--- config.mk ---
export PLATFORM = sky130hd
export DESIGN_NAME = adcsq_top
export DESIGN_NICKNAME = d
export VERILOG_FILES = /design/src/design/adcsq_pkg.sv /design/src/design/adcsq_top.sv
export VERILOG_INCLUDE_DIRS = /design/src /design/src/design
export SDC_FILE = /design/constraint.sdc
export NUM_CORES = 1
export LEC_CHECK = 0
export BUFFER_PORTS_ARGS = -buffer_cell sky130_fd_sc_hd__buf_2
export CORE_MARGIN = 8
export CORE_UTILIZATION = 27
export CTS_CLUSTER_DIAMETER = 60
export CTS_CLUSTER_SIZE = 12
export DETAILED_ROUTE_END_ITERATION = 8
export GPL_ROUTABILITY_DRIVEN = 0
export PLACE_DENSITY = 0.54
export SLEW_MARGIN = 25
export SYNTH_ARGS = -nofsm -noshare
export SYNTH_HDL_FRONTEND = slang
export SYNTH_SLANG_ARGS = --single-unit
--- constraint.sdc ---
create_clock -name sys_clk -period 2.9 [get_ports sys_clk]
set_clock_uncertainty 0.15 [all_clocks]
set_input_delay 0.435 -clock sys_clk [delete_from_list [all_inputs] [get_ports sys_clk]]
set_output_delay 0.435 -clock sys_clk [all_outputs]
set_load 0.01 [all_outputs]
--- src/design/adcsq_defines.svh ---
`ifndef ADCSQ_DEFINES_SVH
`define ADCSQ_DEFINES_SVH
// register word offsets (byte addresses)
`define ADCSQ_OFS_RES_LOW   8'h00
`define ADCSQ_OFS_RES_HIGH  8'h04
`define ADCSQ_OFS_CTRL0     8'h08
`define ADCSQ_OFS_CTRL1     8'h0C
`define ADCSQ_OFS_CTRL2     8'h10
`define ADCSQ_OFS_BANDGAP   8'h14
`define ADCSQ_OFS_IRQ_STAT  8'h18
`define ADCSQ_OFS_IRQ_MASK  8'h1C
// conv_control_0 fields
`define ADCSQ_C0_START      7
`define ADCSQ_C0_BUSY       6
`define ADCSQ_C0_EN         5
`define ADCSQ_C0_ALIGN      4
// reset values
`define ADCSQ_RST_CTRL0     8'h00
`define ADCSQ_RST_CTRL1     8'h00
`define ADCSQ_RST_CTRL2     8'h00
`define ADCSQ_RST_BANDGAP   8'h00
// write masks (unimplemented bits read zero)
`define ADCSQ_WMASK_CTRL0   8'hBF
`define ADCSQ_WMASK_CTRL1   8'hF7
`define ADCSQ_WMASK_CTRL2   8'h9F
`define ADCSQ_WMASK_BANDGAP 8'h01
// conversion length in converter clocks
`define ADCSQ_CONV_CLOCKS   5'd16
`define ADCSQ_NUM_CH        12
`endif

--- src/design/adcsq_pkg.sv ---
`default_nettype none
package adcsq_pkg;
  typedef enum logic [1:0] {
    ADCSQ_IDLE = 2'b00,
    ADCSQ_CONV = 2'b01,
    ADCSQ_DONE = 2'b10
  } adcsq_state_e;
endpackage
`default_nettype wire

--- src/design/adcsq_top.sv ---
// Functional notes
// - conversion starts only after start bit goes high then low again
// - busy flag rises at start, falls when the conversion completes or when enable is cleared mid-conversion
// - enable low powers converter off; result registers keep contents
// - align zero: high byte D11..D4, low byte upper nibble D3..D0
// - align one: high byte low nibble D11..D8, low byte D7..D0
// - unused result bit positions read as zero
// - each conversion yields a 12-bit value, external or internal source
// - channel codes 0..11 route external inputs 0..11 to converter
// - channel codes 12..15 connect no input
// - internal source selected disconnects external channel
// - converter-input pin loses digital function and pull-high
// - control register zero at reset; only busy flag read-only
// - source codes: external, supply, amp output scaled, or ground
// - clock field divides system clock by 1 to 128
`include "adcsq_defines.svh"
`default_nettype none
module adcsq_top (
  input  wire logic        sys_clk,
  input  wire logic        rst_b,
  input  wire logic        wb_cyc_i,
  input  wire logic        wb_stb_i,
  input  wire logic        wb_we_i,
  input  wire logic [7:0]  wb_adr_i,
  input  wire logic [31:0] wb_dat_i,
  input  wire logic [3:0]  wb_sel_i,
  output logic [31:0]      wb_dat_o,
  output logic             wb_ack_o,
  output logic             wb_err_o,
  output logic             irq,
  input  wire logic [11:0] conv_sample,
  input  wire logic [11:0] pin_analog_sel,
  output logic             conv_power,
  output logic             conv_sample_clk,
  output logic [11:0]      ext_analog_inputs,
  output logic [2:0]       internal_sel,
  output logic [11:0]      pin_digital_off,
  output logic [11:0]      pin_pullup_off,
  output logic             gain_amp_enable,
  output logic             gain_amp_input_sel,
  output logic [1:0]       ref_voltage_sel,
  output logic [1:0]       gain_amp_gain_sel,
  output logic             bandgap_enable
);
  // ==========================================================
  // registers
  logic [7:0]  conv_control_0;
  logic [7:0]  conv_control_1;
  logic [7:0]  conv_control_2;
  logic [7:0]  bandgap_control;
  logic [11:0] result;
  logic        irq_stat;
  logic        irq_mask;
  logic        conv_busy_flag;
  adcsq_pkg::adcsq_state_e state;
  logic [6:0]  div_cnt;
  logic [4:0]  bit_cnt;
  logic        start_seen;
  logic        conv_done;

  logic        conv_enable;
  logic        result_align_sel;
  logic [3:0]  ext_channel_sel;
  logic [3:0]  input_source_sel;
  logic [2:0]  conv_clock_div_sel;
  assign conv_enable        = conv_control_0[`ADCSQ_C0_EN];
  assign result_align_sel   = conv_control_0[`ADCSQ_C0_ALIGN];
  assign ext_channel_sel    = conv_control_0[3:0];
  assign input_source_sel   = conv_control_1[7:4];
  assign conv_clock_div_sel = conv_control_1[2:0];

  // ==========================================================
  // bus slave
  logic req;
  logic wr;
  logic mapped;
  assign req = wb_cyc_i & wb_stb_i & ~wb_ack_o & ~wb_err_o;
  assign wr  = req & wb_we_i & wb_sel_i[0] & mapped;
  always_comb begin
    case (wb_adr_i)
      `ADCSQ_OFS_RES_LOW, `ADCSQ_OFS_RES_HIGH, `ADCSQ_OFS_CTRL0,
      `ADCSQ_OFS_CTRL1, `ADCSQ_OFS_CTRL2, `ADCSQ_OFS_BANDGAP,
      `ADCSQ_OFS_IRQ_STAT, `ADCSQ_OFS_IRQ_MASK: mapped = 1'b1;
      default: mapped = 1'b0;
    endcase
  end

  always_ff @(posedge sys_clk or negedge rst_b) begin
    if (!rst_b) begin
      wb_ack_o <= 1'b0;
      wb_err_o <= 1'b0;
    end else begin
      wb_ack_o <= req & mapped;
      wb_err_o <= req & ~mapped;
    end
  end

  logic [7:0] rd_byte;
  always_comb begin
    rd_byte = 8'h00;
    case (wb_adr_i)
      `ADCSQ_OFS_RES_LOW:  rd_byte = result_align_sel ? result[7:0]
                                                      : {result[3:0], 4'h0};
      `ADCSQ_OFS_RES_HIGH: rd_byte = result_align_sel ? {4'h0, result[11:8]}
                                                      : result[11:4];
      `ADCSQ_OFS_CTRL0:    rd_byte = {conv_control_0[7], conv_busy_flag,
                                      conv_control_0[5:0]};
      `ADCSQ_OFS_CTRL1:    rd_byte = conv_control_1;
      `ADCSQ_OFS_CTRL2:    rd_byte = conv_control_2;
      `ADCSQ_OFS_BANDGAP:  rd_byte = bandgap_control;
      `ADCSQ_OFS_IRQ_STAT: rd_byte = {7'h00, irq_stat};
      `ADCSQ_OFS_IRQ_MASK: rd_byte = {7'h00, irq_mask};
      default:             rd_byte = 8'h00;
    endcase
  end

  always_ff @(posedge sys_clk or negedge rst_b) begin
    if (!rst_b) begin
      wb_dat_o <= 32'h0000_0000;
    end else if (req) begin
      wb_dat_o <= {24'h00_0000, rd_byte};
    end
  end

  // ==========================================================
  // control registers
  always_ff @(posedge sys_clk or negedge rst_b) begin
    if (!rst_b) begin
      conv_control_0  <= `ADCSQ_RST_CTRL0;
      conv_control_1  <= `ADCSQ_RST_CTRL1;
      conv_control_2  <= `ADCSQ_RST_CTRL2;
      bandgap_control <= `ADCSQ_RST_BANDGAP;
      irq_mask        <= 1'b0;
    end else if (wr) begin
      case (wb_adr_i)
        `ADCSQ_OFS_CTRL0:    conv_control_0 <= wb_dat_i[7:0] & `ADCSQ_WMASK_CTRL0;
        `ADCSQ_OFS_CTRL1:    conv_control_1 <= wb_dat_i[7:0] & `ADCSQ_WMASK_CTRL1;
        `ADCSQ_OFS_CTRL2:    conv_control_2 <= wb_dat_i[7:0] & `ADCSQ_WMASK_CTRL2;
        `ADCSQ_OFS_BANDGAP:  bandgap_control <= wb_dat_i[7:0] & `ADCSQ_WMASK_BANDGAP;
        `ADCSQ_OFS_IRQ_MASK: irq_mask <= wb_dat_i[0];
        default: ;
      endcase
    end
  end

  // ==========================================================
  // start detection
  always_ff @(posedge sys_clk or negedge rst_b) begin
    if (!rst_b) begin
      start_seen <= 1'b0;
    end else begin
      start_seen <= conv_control_0[`ADCSQ_C0_START];
    end
  end
  logic start_pulse;
  assign start_pulse = start_seen & ~conv_control_0[`ADCSQ_C0_START];

  // ==========================================================
  // conversion clock divider
  logic [6:0] div_limit;
  logic       conv_tick;
  assign div_limit = 7'((8'h01 << conv_clock_div_sel) - 8'h01);
  assign conv_tick = (div_cnt == div_limit);
  always_ff @(posedge sys_clk or negedge rst_b) begin
    if (!rst_b) begin
      div_cnt <= 7'h00;
    end else if (state != adcsq_pkg::ADCSQ_CONV || conv_tick) begin
      div_cnt <= 7'h00;
    end else begin
      div_cnt <= div_cnt + 7'h01;
    end
  end
  assign conv_sample_clk = (state == adcsq_pkg::ADCSQ_CONV) & conv_tick;

  // ==========================================================
  // sequencer
  always_ff @(posedge sys_clk or negedge rst_b) begin
    if (!rst_b) begin
      state          <= adcsq_pkg::ADCSQ_IDLE;
      bit_cnt        <= 5'd0;
      conv_busy_flag <= 1'b0;
      result         <= 12'h000;
    end else begin
      case (state)
        adcsq_pkg::ADCSQ_IDLE: begin
          if (start_pulse && conv_enable) begin
            state          <= adcsq_pkg::ADCSQ_CONV;
            bit_cnt        <= 5'd0;
            conv_busy_flag <= 1'b1;
          end
        end
        adcsq_pkg::ADCSQ_CONV: begin
          if (!conv_enable) begin
            state          <= adcsq_pkg::ADCSQ_IDLE;
            conv_busy_flag <= 1'b0;
          end else if (conv_tick) begin
            if (bit_cnt == `ADCSQ_CONV_CLOCKS - 5'd1) begin
              result <= conv_sample;
              state  <= adcsq_pkg::ADCSQ_DONE;
            end else begin
              bit_cnt <= bit_cnt + 5'd1;
            end
          end
        end
        adcsq_pkg::ADCSQ_DONE: begin
          conv_busy_flag <= 1'b0;
          state          <= adcsq_pkg::ADCSQ_IDLE;
        end
        default: state <= adcsq_pkg::ADCSQ_IDLE;
      endcase
    end
  end
  assign conv_done = (state == adcsq_pkg::ADCSQ_DONE);

  // ==========================================================
  // interrupt
  always_ff @(posedge sys_clk or negedge rst_b) begin
    if (!rst_b) begin
      irq_stat <= 1'b0;
    end else if (conv_done) begin
      irq_stat <= 1'b1;
    end else if (wr && wb_adr_i == `ADCSQ_OFS_IRQ_STAT && wb_dat_i[0]) begin
      irq_stat <= 1'b0;
    end
  end
  assign irq = irq_stat & irq_mask;

  // ==========================================================
  // analog routing
  logic src_external;
  always_comb begin
    case (input_source_sel)
      4'h0, 4'h4, 4'hC, 4'hD, 4'hE, 4'hF: src_external = 1'b1;
      default:                           src_external = 1'b0;
    endcase
  end
  always_comb begin
    case (input_source_sel)
      4'h1, 4'h2, 4'h3: internal_sel = {1'b0, input_source_sel[1:0]};
      4'h5, 4'h6, 4'h7: internal_sel = {1'b1, input_source_sel[1:0]};
      default:          internal_sel = 3'h0;
    endcase
  end

  genvar gi;
  generate
    for (gi = 0; gi < `ADCSQ_NUM_CH; gi++) begin : g_ch
      assign ext_analog_inputs[gi] = conv_enable & src_external &
                                     (ext_channel_sel == 4'(gi));
      assign pin_digital_off[gi] = pin_analog_sel[gi];
      assign pin_pullup_off[gi]  = pin_analog_sel[gi];
    end
  endgenerate

  assign conv_power         = conv_enable;
  assign gain_amp_enable    = conv_control_2[7];
  assign gain_amp_input_sel = conv_control_2[4];
  assign ref_voltage_sel    = conv_control_2[3:2];
  assign gain_amp_gain_sel  = conv_control_2[1:0];
  assign bandgap_enable     = bandgap_control[0];
endmodule
`default_nettype wire

# Word level (Yosys, flattened, before mapping)
# Memories as Yosys holds them, arrays and structs flattened.
# Index checks and enable logic that the tools add are counted.
# W data, S select, Z words.
[word_totals]
ff_bits = 61
mem_bits_ro = 32
out_inout_bits = 83
word_cells = 135
mem_count = 1
[classes]
n_addsub = 3
eq_ne = 41
shifts = 1
muxes = 22
bitwise = 28
n_reduce_logical = 24
[mem_list]
columns = ["memory", "words", "width", "rd", "rd_ports_with_merged_regs", "wr", "line_no", "rtl"]
rows = [
  ["(name not given)", 32, 1, 1, 0, 0, "adcsq_top.sv:80", "case (wb_adr_i)"],
]
[op_table]
columns = ["cell", "n"]
rows = [
  ["$pmux W8 S8", 1],
  ["$eq A4 B3 Y1 const B", 8],
  ["$eq A4 B4 Y1 const B", 8],
  ["$eq A8 B5 Y1 const B", 4],
  ["$and A1 B1 Y1", 24],
  ["$mux W5", 4],
  ["$eq A4 B2 Y1 const B", 4],
  ["$eq A8 B4 Y1 const B", 2],
  ["$mux W8", 2],
  ["$ne A2 B2 Y1 const B", 5],
  ["$pmux W5 S2", 1],
  ["$reduce_and A2 Y1", 5],
  ["$eq A4 B1 Y1 const B", 2],
  ["$eq A8 B3 Y1 const B", 1],
  ["$logic_not A4 Y1", 2],
  ["$logic_not A8 Y1", 1],
  ["$mux W2", 4],
  ["$add A7 B1 Y7 const B", 1],
  ["$eq A7 B7 Y1", 1],
  ["$mux W7", 1],
  ["$shl A1 B3 Y7 const A", 1],
  ["$sub A7 B1 Y7 const B", 1],
  ["$mux W1", 6],
  ["$pmux W3 S2", 1],
  ["other kinds (21)", 29],
]

# Depth between registers and ports, before layout
# Gate-level depths: netlist of the first run.
[depth]
ltp_word = 10
depth_mapped = 9
ltp_nobuf = 8

# Least setup slack after synthesis of the first run
# Ideal clock, no wire load.
[synth_timing]
path_type = "in2reg"
startpoint = "input port wb_adr_i[0]"
endpoint = "register conv_control_0[0]"
arrival_time_ns = 2.138
required_ns = 2.625
path_slack_ns = 0.487
cell_stages = 9
cell_sequence = "or4_4 -> nor2_2 -> nand2_1 -> inv_1 -> and3_1 -> buf_2 -> nand2_1 -> nor2_4 -> mux2_2"
[synth_via]
elab_chain_len = 4
elab_cells_between_ends = 5
cone_classes = "eq/ne: 1; mux: 1; bitwise: 1; reduce/logical: 1; memory: 1"
[synth_lines]
columns = ["element", "line_no", "rtl"]
rows = [
  ["start, declared", "adcsq_top.sv:24", "input wire logic [7:0] wb_adr_i,"],
  ["$mem_v2 Z32 W1", "-", ""],
  ["$mux W1", "adcsq_top.sv:80", ""],
  ["$and A1 B1 Y1", "adcsq_top.sv:78", "assign wr = req & wb_we_i & wb_sel_i[0] & mapped;"],
  ["$reduce_and A2 Y1 (no source line) (*)", "-", ""],
  ["end signal, assigned", "adcsq_top.sv:129", "conv_control_0 <= `ADCSQ_RST_CTRL0;"],
  ["end signal, assigned", "adcsq_top.sv:136", "`ADCSQ_OFS_CTRL0: conv_control_0 <= wb_dat_i[7:0] & `ADCSQ_WMASK_CTRL0;"],
  ["end, declared", "adcsq_top.sv:47", "logic [7:0] conv_control_0;"],
]
# Every way passes the cells marked *; elsewhere a longest branch is shown, timed or not.
# A chain may end at the register's enable or synchronous reset.

# Worst setup path in the final report of the first run
[layout_timing]
startpoint = "register conv_control_1[1]"
endpoint = "output port conv_sample_clk"
[layout_via]
elab_chain_len = 4
[layout_lines]
columns = ["element", "line_no", "rtl"]
rows = [
  ["start, declared", "adcsq_top.sv:48", "logic [7:0] conv_control_1;"],
  ["start signal, assigned", "adcsq_top.sv:130", "conv_control_1 <= `ADCSQ_RST_CTRL1;"],
  ["start signal, assigned", "adcsq_top.sv:137", "`ADCSQ_OFS_CTRL1: conv_control_1 <= wb_dat_i[7:0] & `ADCSQ_WMASK_CTRL1;"],
  ["$shl A1 B3 Y7", "adcsq_top.sv:162", "assign div_limit = 7'((8'h01 << conv_clock_div_sel) - 8'h01);"],
  ["$sub A7 B1 Y7", "adcsq_top.sv:162", ""],
  ["$eq A7 B7 Y1", "adcsq_top.sv:163", "assign conv_tick = (div_cnt == div_limit);"],
  ["$and A1 B1 Y1", "adcsq_top.sv:173", "assign conv_sample_clk = (state == adcsq_pkg::ADCSQ_CONV) & conv_tick;"],
  ["end, declared", "adcsq_top.sv:34", "output logic conv_sample_clk,"],
]
# No other way between the ends.

==> results.sh, run 1 <==
export IMPL_status="finished clean"
export IMPL_seqCellArea_sq_um=1526
export IMPL_clock_path_buffers=2
export IMPL_synth_simple_area_share_pct=17.34
export IMPL_grt_usage_pct=10.94
export IMPL_layout_cells_most_common_list="buf_2 (68), dfrtp_1 (61), nand2_1 (28), nor2_1 (26)"
export IMPL_synth_edff_count=0
export IMPL_final_common_cell="buf_2"
export IMPL_drt_wirelength_per_cell_um=16.08
export IMPL_ys_seq_elements=61
export IMPL_cpLargestDelayFamily="simple AND/OR/NAND/NOR gates"
export IMPL_cts_root_buf="clkbuf_16"
export IMPL_cts_made_buffers=9
export IMPL_h_tree_depth=3
export IMPL_synth_top_family_by_area="simple AND/OR/NAND/NOR gates"
export IMPL_first_iter_violations=152
export IMPL_placed_cells=587
export IMPL_min_path_type="in2async"
export IMPL_vias=2828
export IMPL_seq_area_frac_synth_pct=41.15
export IMPL_n_fill_cell=1462
export IMPL_start_kind="flip-flop"
export IMPL_synthCells=371
export IMPL_nets=498
export IMPL_via_per_inst=4.690
export IMPL_dp_final_hpwl_um=7423
export IMPL_p_leak_uw=0.002081
export IMPL_cap_viol_max_count=0
export IMPL_finalCritPeriodShare_pct=93.38
export IMPL_ios=156
export IMPL_clk_pin_slew_ns=0.05
export IMPL_grt_start_max_net_pins=36
export IMPL_synth_xor_area_share_pct=1.417
export IMPL_postCtsHoldBufs=0
export IMPL_setup_viol=0
export IMPL_slowest_delay_ns=0.38
export IMPL_drv_slew=0
export IMPL_initial_core_util_pct=27.15
export IMPL_tns_ns=0
export IMPL_worstPathRequired_ns=2.32
export IMPL_post_place_ws_ns=0.1837
export IMPL_synth_compound_area_share_pct=11.06
export IMPL_synth_fa_ha_area_share_pct=2.361
export IMPL_rsz0062_at_grt="false"
export IMPL_tightest_slew_ns=0.8216
export IMPL_finalCriticalPeriod_ns=2.708
export IMPL_synth_mux_area_share_pct=13.76
export IMPL_postSynthAreaPerCell_sq_um=9.999
export IMPL_fp_dieW_um=133.2
export IMPL_core_sq_um=13670
export IMPL_io_buffers=68
export IMPL_syn_area_sq_um=3710
export IMPL_cts_tree="done"
export IMPL_fin_ws_ns=0.1919
export IMPL_grt_pass1_wl_um=15370
export IMPL_drive_above_1_share_pct=31.68
export IMPL_ys_warn_count=0
export IMPL_rows=43
export IMPL_hold_violations=0
export IMPL_path_cells="buf_4 > nor2_1 > nor4b_1 > a211oi_2 > nor3_2 > and2_1 > buf_2"
export IMPL_async_flop_share_pct=100.0
export IMPL_grt_pass1_vias=2868
export IMPL_arrival_ns=2.12
export IMPL_yosysUniqueCellTypes=58
export IMPL_synth_main_ff_cell="dfrtp_1"
export IMPL_crit_fanout=8
export IMPL_clk_latency_ns=0.33
export IMPL_area_growth_pct=15.51
export IMPL_drt_pass1_iter_count=4
export IMPL_dieArea_sq_um=17750
export IMPL_slew_headroom_pct=45.22
export IMPL_route_detailed_drc=0
export IMPL_cp_end_kind="primary output"
export IMPL_final_antenna_net_count=0
export IMPL_num_antenna_cells=0
export IMPL_multi_input_area_sq_um=1794
export IMPL_antenna_found_initial=0
export IMPL_instances_no_fill=603
export IMPL_die_y_um=133.2
export IMPL_grt_ovfl_total=0
export IMPL_power_density_nw_per_um2=549.9
export IMPL_path_class="reg2out"
export IMPL_max_freq_mhz=369.3
export IMPL_cp_buffers_inverters=2
export IMPL_drt_total_wl_um=9699
export IMPL_irDropWorstVdd_uv=350.6
export IMPL_clock_sinks=61
export IMPL_critPathSlowestCell="dfrtp_1"
-- synthesized netlist by cell type (2+ instances only) --
library cell | number | area, sq um
xnor2_1 | 4 | 35.03
nand2b_1 | 6 | 37.54
mux2_2 | 24 | 270.3
and3_1 | 6 | 37.54
or4_4 | 2 | 22.52
o22ai_1 | 4 | 25.02
nor2_1 | 26 | 97.59
nand4_1 | 4 | 25.02
buf_6 | 2 | 22.52
nand2_1 | 28 | 105.1
mux2_4 | 10 | 150.1
a221oi_1 | 2 | 17.52
ha_1 | 7 | 87.58
nor3b_1 | 4 | 30.03
clkbuf_1 | 10 | 37.54
buf_1 | 2 | 7.510
nor3_1 | 9 | 45.04
and2_1 | 2 | 12.51
a22o_1 | 5 | 43.79
nand3b_1 | 3 | 22.52
a22oi_1 | 6 | 45.04
nand4b_1 | 2 | 17.52
dfrtp_1 | 61 | 1526
o21a_1 | 2 | 15.01
a211oi_1 | 4 | 30.03
inv_1 | 10 | 37.54
buf_4 | 48 | 360.4
nand3_1 | 7 | 35.03
buf_2 | 2 | 10.01
o21ai_0 | 17 | 85.08
xor2_1 | 2 | 17.52
a21oi_1 | 7 | 35.03
nor2b_1 | 10 | 62.56
mux2i_1 | 9 | 90.09
-- worst paths after layout --
path | startpoint | endpoint | slack [ns] | cells after the start
max | conv_control_1[1] | conv_sample_clk | 0.19 | 7
min | rst_b | start_seen | 0.05 | 1
max reg2reg | conv_control_1[1] | result[2] | 0.47 | 8
min reg2reg | conv_control_0[7] | start_seen | 0.32 | 0
max in group asynchronous | rst_b | wb_dat_o[3] | 1.82 | 2
min in group sys_clk | conv_sample[3] | result[3] | 0.18 | 2
-- flip-flops by register name, summed over array words and instances, names as in the netlist, 2 cells and up --
name and count:
result 12, wb_dat_o 8, conv_control_0 7, conv_control_1 7, div_cnt 7, conv_control_2 6
bit_cnt 5, state 2
-- layer usage --
layer  GRT usage (%)  part of all wire [%]
met1           14.13                    45
met2           16.59                    46
met3           4.029                   8.1
met4           3.431                   1.3
met5               0                     0
-- through the flow --
step           area [sq um]  hold slack, ns  total power [uW]  utilization, %
2_1_floorplan          3796        -0.01059              1243               -
3_3_place_gp           3991          0.2707              1308           29.21
3_5_place_dp           3991          0.2886              1319           29.21
4_1_cts                4285         0.08046              2384           31.36
5_1_grt                4285          0.1150              2473           31.36
6_report               4285         0.05417              2357           31.36
-- power breakdown --
group / total (uW) / internal, uW / switching [uW]
Sequential: 950 / 901 / 49.4
Combinational: 352 / 147 / 204
Clock: 1050 / 685 / 370
-- what timing repair did --
| item | CTS | global route |
|---|---|---|
| hold endpoints to repair | 0 | 0 |
| setup buffers | 0 | 0 |
| resized for setup | 0 | 0 |
| setup endpoints to repair | 0 | 1 |
-- logic make-up after synthesis --
group                      after synthesis
and+or+nand+nor                        119
xor gates and xnor gates                 6
muxes                                   43
adders and majority gates                7
AOI/OAI and AO/OA                       60
DFF                                     61
other                                    1
buffers and inverters                   74
-- area by class of cell --
cell class,count,area share [%]
Clock buffer,12,5.752
Clock inverter,4,1.109
Inverter,10,0.8759
Multi-Input combinational cell,259,41.87
Sequential cell,61,35.62
Tap cell,180,5.255
Timing Repair Buffer,77,9.518
No activity file was read; power rests on OpenSTA's default activity.
==> inputs of run 2 (changes only) <==
--- a/config.mk
+++ b/config.mk
@@ -8,12 +8,12 @@
 export LEC_CHECK = 0
 export BUFFER_PORTS_ARGS = -buffer_cell sky130_fd_sc_hd__buf_2
 export CORE_MARGIN = 8
-export CORE_UTILIZATION = 27
+export CORE_UTILIZATION = 49
 export CTS_CLUSTER_DIAMETER = 60
 export CTS_CLUSTER_SIZE = 12
 export DETAILED_ROUTE_END_ITERATION = 8
 export GPL_ROUTABILITY_DRIVEN = 0
-export PLACE_DENSITY = 0.54
+export PLACE_DENSITY = 0.86
 export SLEW_MARGIN = 25
 export SYNTH_ARGS = -nofsm -noshare
 export SYNTH_HDL_FRONTEND = slang
==> constraint.sdc (replaced) <==
create_clock -name sys_clk -period 2.9 [get_ports sys_clk]
set_clock_uncertainty 0.15 [all_clocks]
set_input_delay 0.58 -clock sys_clk [delete_from_list [all_inputs] [get_ports sys_clk]]
set_output_delay 0.58 -clock sys_clk [all_outputs]
set_load 0.01 [all_outputs]
==> results.sh, run 2 (synthesis gave the netlist of run 1 again) <==
export IMPL_status="finished clean"
export IMPL_worstPathRequired_ns=2.17
export IMPL_layout_cells_most_common_list="buf_2 (68), dfrtp_1 (60), nand2_1 (28), nor2_1 (26)"
export IMPL_dieArea_sq_um=10610
export IMPL_die_y_um=103.0
export IMPL_crit_fanout=5
export IMPL_power_density_nw_per_um2=500.7
export IMPL_vias=2968
export IMPL_grt_start_max_net_pins=33
export IMPL_power_share_sequential_pct=45.6
export IMPL_clk_pin_slew_ns=0.08
export IMPL_rows=31
export IMPL_drt_wirelength_per_cell_um=17.92
export IMPL_grt_ovfl_total=0
export IMPL_drt_pass1_iter_count=5
export IMPL_start_kind="flip-flop"
export IMPL_grt_pass1_wl_um=14380
export IMPL_netSwitchingPower_uw=607.1
export IMPL_p_int_uw=1469
export IMPL_route_met2_wl_um=4890
export IMPL_grt_usage_pct=17.55
export IMPL_cp_end_kind="primary output"
export IMPL_reg2reg_slack_ns=0.28
export IMPL_cts_tree="done"
export IMPL_first_iter_violations=134
export IMPL_tightest_slew_ns=0.7345
export IMPL_max_freq_mhz=356.7
export IMPL_tns_ns=0
export IMPL_n_fill_cell=625
export IMPL_drt_total_wl_um=9424
export IMPL_cap_viol_max_count=0
export IMPL_rsz0062_at_grt="false"
export IMPL_fp_dieW_um=103.0
export IMPL_via_per_inst=5.643
export IMPL_power_frac_comb_pct=17.5
export IMPL_route_detailed_drc=0
export IMPL_cts_root_buf="clkbuf_8"
export IMPL_p_sw_share_pct=29.24
export IMPL_fin_ws_ns=0.09618
export IMPL_drv_slew=0
export IMPL_nets=502
export IMPL_ios=156
export IMPL_dp_final_hpwl_um=6936
export IMPL_drive_above_1_share_pct=33.72
export IMPL_core_sq_um=7292
export IMPL_slew_headroom_pct=51.03
export IMPL_clock_sinks=61
export IMPL_clock_path_buffers=2
export IMPL_initial_core_util_pct=50.88
export IMPL_grt_pass1_vias=2919
export IMPL_largest_register_ffs=12
export IMPL_r2r_cells=9
export IMPL_seqCellArea_sq_um=1528
export IMPL_io_buffers=68
export IMPL_top_layer_used="met5"
export IMPL_r2r_start="div_cnt[1]"
export IMPL_irDropWorstVdd_uv=247.6
export IMPL_h_tree_depth=3
export IMPL_path_class="reg2out"
export IMPL_num_antenna_cells=0
export IMPL_met3RoutedLength_um=911
export IMPL_hold_violations=0
export IMPL_area_growth_pct=11.77
export IMPL_cts_made_buffers=9
export IMPL_setup_viol=0
export IMPL_power_uw=2076
export IMPL_p_leak_uw=0.002058
export IMPL_antenna_found_initial=1
export IMPL_drt_met1_wl_um=3433
export IMPL_top_register="result"
export IMPL_clk_latency_ns=0.35
export IMPL_pwr_share_clk_pct=36.9
export IMPL_worstReg2RegEnd="result[10]"
export IMPL_reg_largest_list="result x12, wb_dat_o x8"
export IMPL_final_common_cell="buf_2"
export IMPL_arrival_ns=2.07
export IMPL_finalCritPeriodShare_pct=96.68
export IMPL_finalCriticalPeriod_ns=2.804
export IMPL_final_antenna_net_count=0
export IMPL_post_place_ws_ns=0.09328
export IMPL_multi_input_area_sq_um=1819
export IMPL_min_path_type="in2async"
-- run 2: cell count changes in the layout (fill, tap and decap cells not counted), sizes merged --
cell and change:
buf +4, clkbuf -2, clkinvlp +2
-- run 2: layout make-up --
class	instances	share of cell area, %
well taps	99	2.987
clock buffers	10	3.319
flip-flops and latches	61	36.84
repair buffers	81	10.56
multi-input cells	259	43.87
clock inverters	6	1.509
inverters	10	0.9052
-- run 2: power by group through the flow --
stage	combinational, uW	clock [uW]	sequential, uW
after global placement	333	0	958
after floorplan	292	0	951
final	363	766	947
after CTS	356	777	946
after detailed placement	352	0	962
after global routing	402	821	955
-- run 2: per-stage QoR --
step | cell area [sq um] | utilization (%) | std cells | hold slack, ns
floorplan | 3796 | - | 394 | 0.1344
global placement | 3890 | 53.35 | 506 | 0.2800
detailed placement | 3890 | 53.35 | 506 | 0.2805
CTS | 4096 | 56.18 | 522 | 0.1572
global route | 4146 | 56.86 | 526 | 0.1780
finish | 4146 | 56.86 | 526 | 0.1428
-- run 2: critical path, stage by stage (launching register included) --
cell and delay (ns):
dfrtp_1 0.42, or4_1 0.51, o22ai_2 0.13, a31oi_2 0.09, nor3_4 0.29, and2_1 0.16, buf_2 0.12
-- run 2: how the worst max path moves through the flow --
stage	from	to	slack, ns	cells after the start
after detailed placement	wb_adr_i[0]	conv_control_1[6]	0.09	9
final	div_cnt[1]	conv_sample_clk	0.1	6
after CTS	div_cnt[1]	conv_sample_clk	0.008	6
after floorplan	wb_adr_i[0]	conv_control_0[0]	0.34	9
after global placement	wb_adr_i[0]	conv_control_1[1]	0.12	9
after global routing	div_cnt[1]	conv_sample_clk	0.007	6
-- run 2: repair_timing --
item                       4_1_cts  5_1_grt
hold buffers                     0        0
pin swaps                        1        3
setup buffers                    0        4
setup endpoints to repair        1        1
resized for setup                1        4
-- run 2: metal layers --
| layer | global-route usage, % | vias up |
|---|---|---|
| met1 | 19.26 | 1447 |
| li1 | - | 1340 |
| met3 | 6.144 | 25 |
| met2 | 31.17 | 154 |
| met4 | 5.006 | 2 |
| met5 | 0 | - |
==> inputs of run 3 (changes only) <==
--- a/config.mk
+++ b/config.mk
@@ -6,6 +6,7 @@
 export SDC_FILE = /design/constraint.sdc
 export NUM_CORES = 1
 export LEC_CHECK = 0
+export ABC_AREA = 1
 export BUFFER_PORTS_ARGS = -buffer_cell sky130_fd_sc_hd__buf_2
 export CORE_MARGIN = 8
 export CORE_UTILIZATION = 49
@@ -13,7 +14,7 @@
 export CTS_CLUSTER_SIZE = 12
 export DETAILED_ROUTE_END_ITERATION = 8
 export GPL_ROUTABILITY_DRIVEN = 0
-export PLACE_DENSITY = 0.86
+export PLACE_DENSITY = 0.85
 export SLEW_MARGIN = 25
 export SYNTH_ARGS = -nofsm -noshare
 export SYNTH_HDL_FRONTEND = slang
==> results.sh, run 3 <==
export IMPL_status="finished clean"
export IMPL_synth_mux_area_share_pct=0.2969
export IMPL_final_area_sq_um=4114
export IMPL_ys_warn_count=0
export IMPL_top_register="result"
export IMPL_synth_top_family_by_area="simple AND/OR/NAND/NOR gates"
export IMPL_synth_simple_area_share_pct=33.26
export IMPL_max_freq_mhz=386.5
export IMPL_placed_cells=649
export IMPL_fp_dieW_um=104.0
export IMPL_finalCritPeriodShare_pct=89.23
export IMPL_core_sq_um=7607
export IMPL_grt_ovfl_total=0
export IMPL_synthTopCellsByCount="nand2_1 (167), dfrtp_1 (61), inv_1 (50)"
export IMPL_tns_ns=0
export IMPL_postSynthAreaPerCell_sq_um=7.393
export IMPL_antenna_found_initial=0
export IMPL_worstPathRequired_ns=2.17
export IMPL_yosys_area_top_type="dfrtp_1"
export IMPL_whs_ns=0.1359
export IMPL_largest_register_ffs=12
export IMPL_p_leak_uw=0.002263
export IMPL_path_cells="nand2_1 > nand3_1 > nand3_1 > nor2_2 > nand2_4 > nor2_2 > buf_2"
export IMPL_hold_violations=0
export IMPL_netSwitchingPower_uw=384.0
export IMPL_async_flop_share_pct=100.0
export IMPL_reg2reg_slack_ns=0.76
export IMPL_final_antenna_net_count=0
export IMPL_yosysUniqueCellTypes=34
export IMPL_synthCells=513
export IMPL_drt_pass1_iter_count=4
export IMPL_reg_largest_list="result x12, wb_dat_o x8"
export IMPL_synth_main_ff_cell="dfrtp_1"
export IMPL_ios=156
export IMPL_worstReg2RegEnd="bit_cnt[3]"
export IMPL_post_cts_buffers=0
export IMPL_num_antenna_cells=0
export IMPL_cts_tree="done"
export IMPL_setup_viol=0
export IMPL_cap_viol_max_count=0
export IMPL_r2r_start="bit_cnt[0]"
export IMPL_initial_core_util_pct=49.85
export IMPL_rsz0062_at_grt="false"
export IMPL_slowest_delay_ns=0.56
export IMPL_drive_above_1_share_pct=18.68
export IMPL_clock_sinks=61
export IMPL_power_density_nw_per_um2=399.0
export IMPL_critPathSlowestCell="dfrtp_1"
export IMPL_place_area_sq_um=3936
export IMPL_die_y_um=104.0
export IMPL_area_growth_pct=8.479
export IMPL_synth_compound_area_share_pct=6.269
export IMPL_crit_fanout=9
export IMPL_h_tree_depth=3
export IMPL_r2r_cells=10
export IMPL_final_common_cell="nand2_1"
export IMPL_min_path_type="in2async"
export IMPL_grt_usage_pct=16.41
export IMPL_synth_top_area_share_pct=40.25
export IMPL_cts_resized=0
export IMPL_power_share_sequential_pct=52.2
export IMPL_power_frac_comb_pct=5.7
export IMPL_dp_final_hpwl_um=6811
export IMPL_drv_slew=0
export IMPL_tightest_slew_ns=0.6941
export IMPL_vias=3315
export IMPL_synth_edff_count=0
export IMPL_syn_area_sq_um=3792
export IMPL_dieArea_sq_um=10810
export IMPL_netlist_top_cells_area="dfrtp_1 (40%), nand2_1 (17%), buf_4 (9.5%)"
export IMPL_cts_root_buf="clkbuf_8"
export IMPL_clk_pin_slew_ns=0.07
export IMPL_drt_total_wl_um=8787
export IMPL_layout_cells_most_common_list="nand2_1 (167), buf_2 (68), dfrtp_1 (61), inv_1 (50), nor2_1 (41)"
export IMPL_finalCriticalPeriod_ns=2.588
export IMPL_grt_start_max_net_pins=33
export IMPL_seq_area_frac_synth_pct=40.25
export IMPL_p_int_uw=1258
export IMPL_route_detailed_drc=0
export IMPL_synth_xor_area_share_pct=0.6928
export IMPL_synth_most_common_cell="nand2_1"
export IMPL_slew_headroom_pct=53.73
export IMPL_start_kind="flip-flop"
export IMPL_cts_made_buffers=9
export IMPL_io_buffers=68
export IMPL_path_class="reg2out"
export IMPL_irDropWorstVdd_uv=196.6
export IMPL_nets=638
export IMPL_first_iter_violations=219
export IMPL_postCtsHoldBufs=0
export IMPL_clock_path_buffers=2
export IMPL_rows=32
export IMPL_drt_wirelength_per_cell_um=13.23
export IMPL_synth_fa_ha_area_share_pct=2.309
export IMPL_grt_pass1_vias=3327
export IMPL_clk_latency_ns=0.34
export IMPL_cp_end_kind="primary output"
export IMPL_pwr_share_clk_pct=42.1
export IMPL_grt_pass1_wl_um=14960
export IMPL_via_per_inst=4.992
export IMPL_ys_seq_elements=61
export IMPL_instances_no_fill=664
export IMPL_arrival_ns=1.86
export IMPL_p_sw_share_pct=23.39
==> run 3: how the worst max path moves through the flow <==
stage | start | to | slack, ns | cells after the start
after floorplan | conv_control_1[2] | conv_sample_clk | 0.96 | 8
after global placement | conv_control_1[2] | conv_sample_clk | 0.73 | 8
after detailed placement | conv_control_1[2] | conv_sample_clk | 0.70 | 7
after CTS | conv_control_1[2] | conv_sample_clk | 0.32 | 8
after global routing | conv_control_1[2] | conv_sample_clk | 0.15 | 9
final | conv_control_1[2] | conv_sample_clk | 0.31 | 7
==> run 3: through the flow <==
| stage | utilization, % | worst slack, ns | total power [uW] |
|---|---|---|---|
| 2_1_floorplan | - | 0.9554 | 969.2 |
| 3_3_place_gp | 51.74 | 0.7268 | 963.5 |
| 3_5_place_dp | 51.74 | 0.7007 | 966.1 |
| 4_1_cts | 54.08 | 0.3153 | 1651 |
| 5_1_grt | 54.08 | 0.1515 | 1699 |
| 6_report | 54.08 | 0.3124 | 1642 |
==> run 3: logic make-up after synthesis <==
| kind of cell | Yosys count |
|---|---|
| xor gates and xnor gates | 3 |
| and+or+nand+nor | 281 |
| adders and majority gates | 7 |
| muxes | 1 |
| AOI/OAI and AO/OA | 46 |
| other | 1 |
| DFF | 61 |
| buffers and inverters | 113 |
==> run 3: power by group through the flow <==
stage,registers [uW],logic (uW),clock network (uW)
CTS,857,93.8,700
global route,856,107,735
detailed placement,872,93.6,0
floorplan,874,94.9,0
global placement,872,91.1,0
finish,857,93.6,691
==> run 3: layout make-up <==
| class | instances | area (sq um) |
|---|---|---|
| Multi-Input combinational cell | 362 | 1714 |
| Clock buffer | 14 | 172.7 |
| Tap cell | 102 | 127.6 |
| Inverter | 55 | 207.7 |
| Timing Repair Buffer | 69 | 360.3 |
| Clock inverter | 1 | 5.005 |
| Sequential cell | 61 | 1526 |
| Fill cell | 720 | 3493 |
==> run 3: per-layer routing <==
metal  vias up  global-route usage [%]  share of wire [%]  routed length, um
li1       1642                       -                  -                  -
met1      1542                   18.47                 41               3603
met2       111                   27.91                 49               4325
met3        20                   5.081                7.5                659
met4         0                   7.342                2.3                198
met5         -                       0                  0                  0
==> run 3: worst max-delay path, delay by kind of cell (launching register included) <==
kind | cells | cell delay [ns]
buf+inv | 1 | 0.16
flops | 1 | 0.56
simple gates | 6 | 0.79
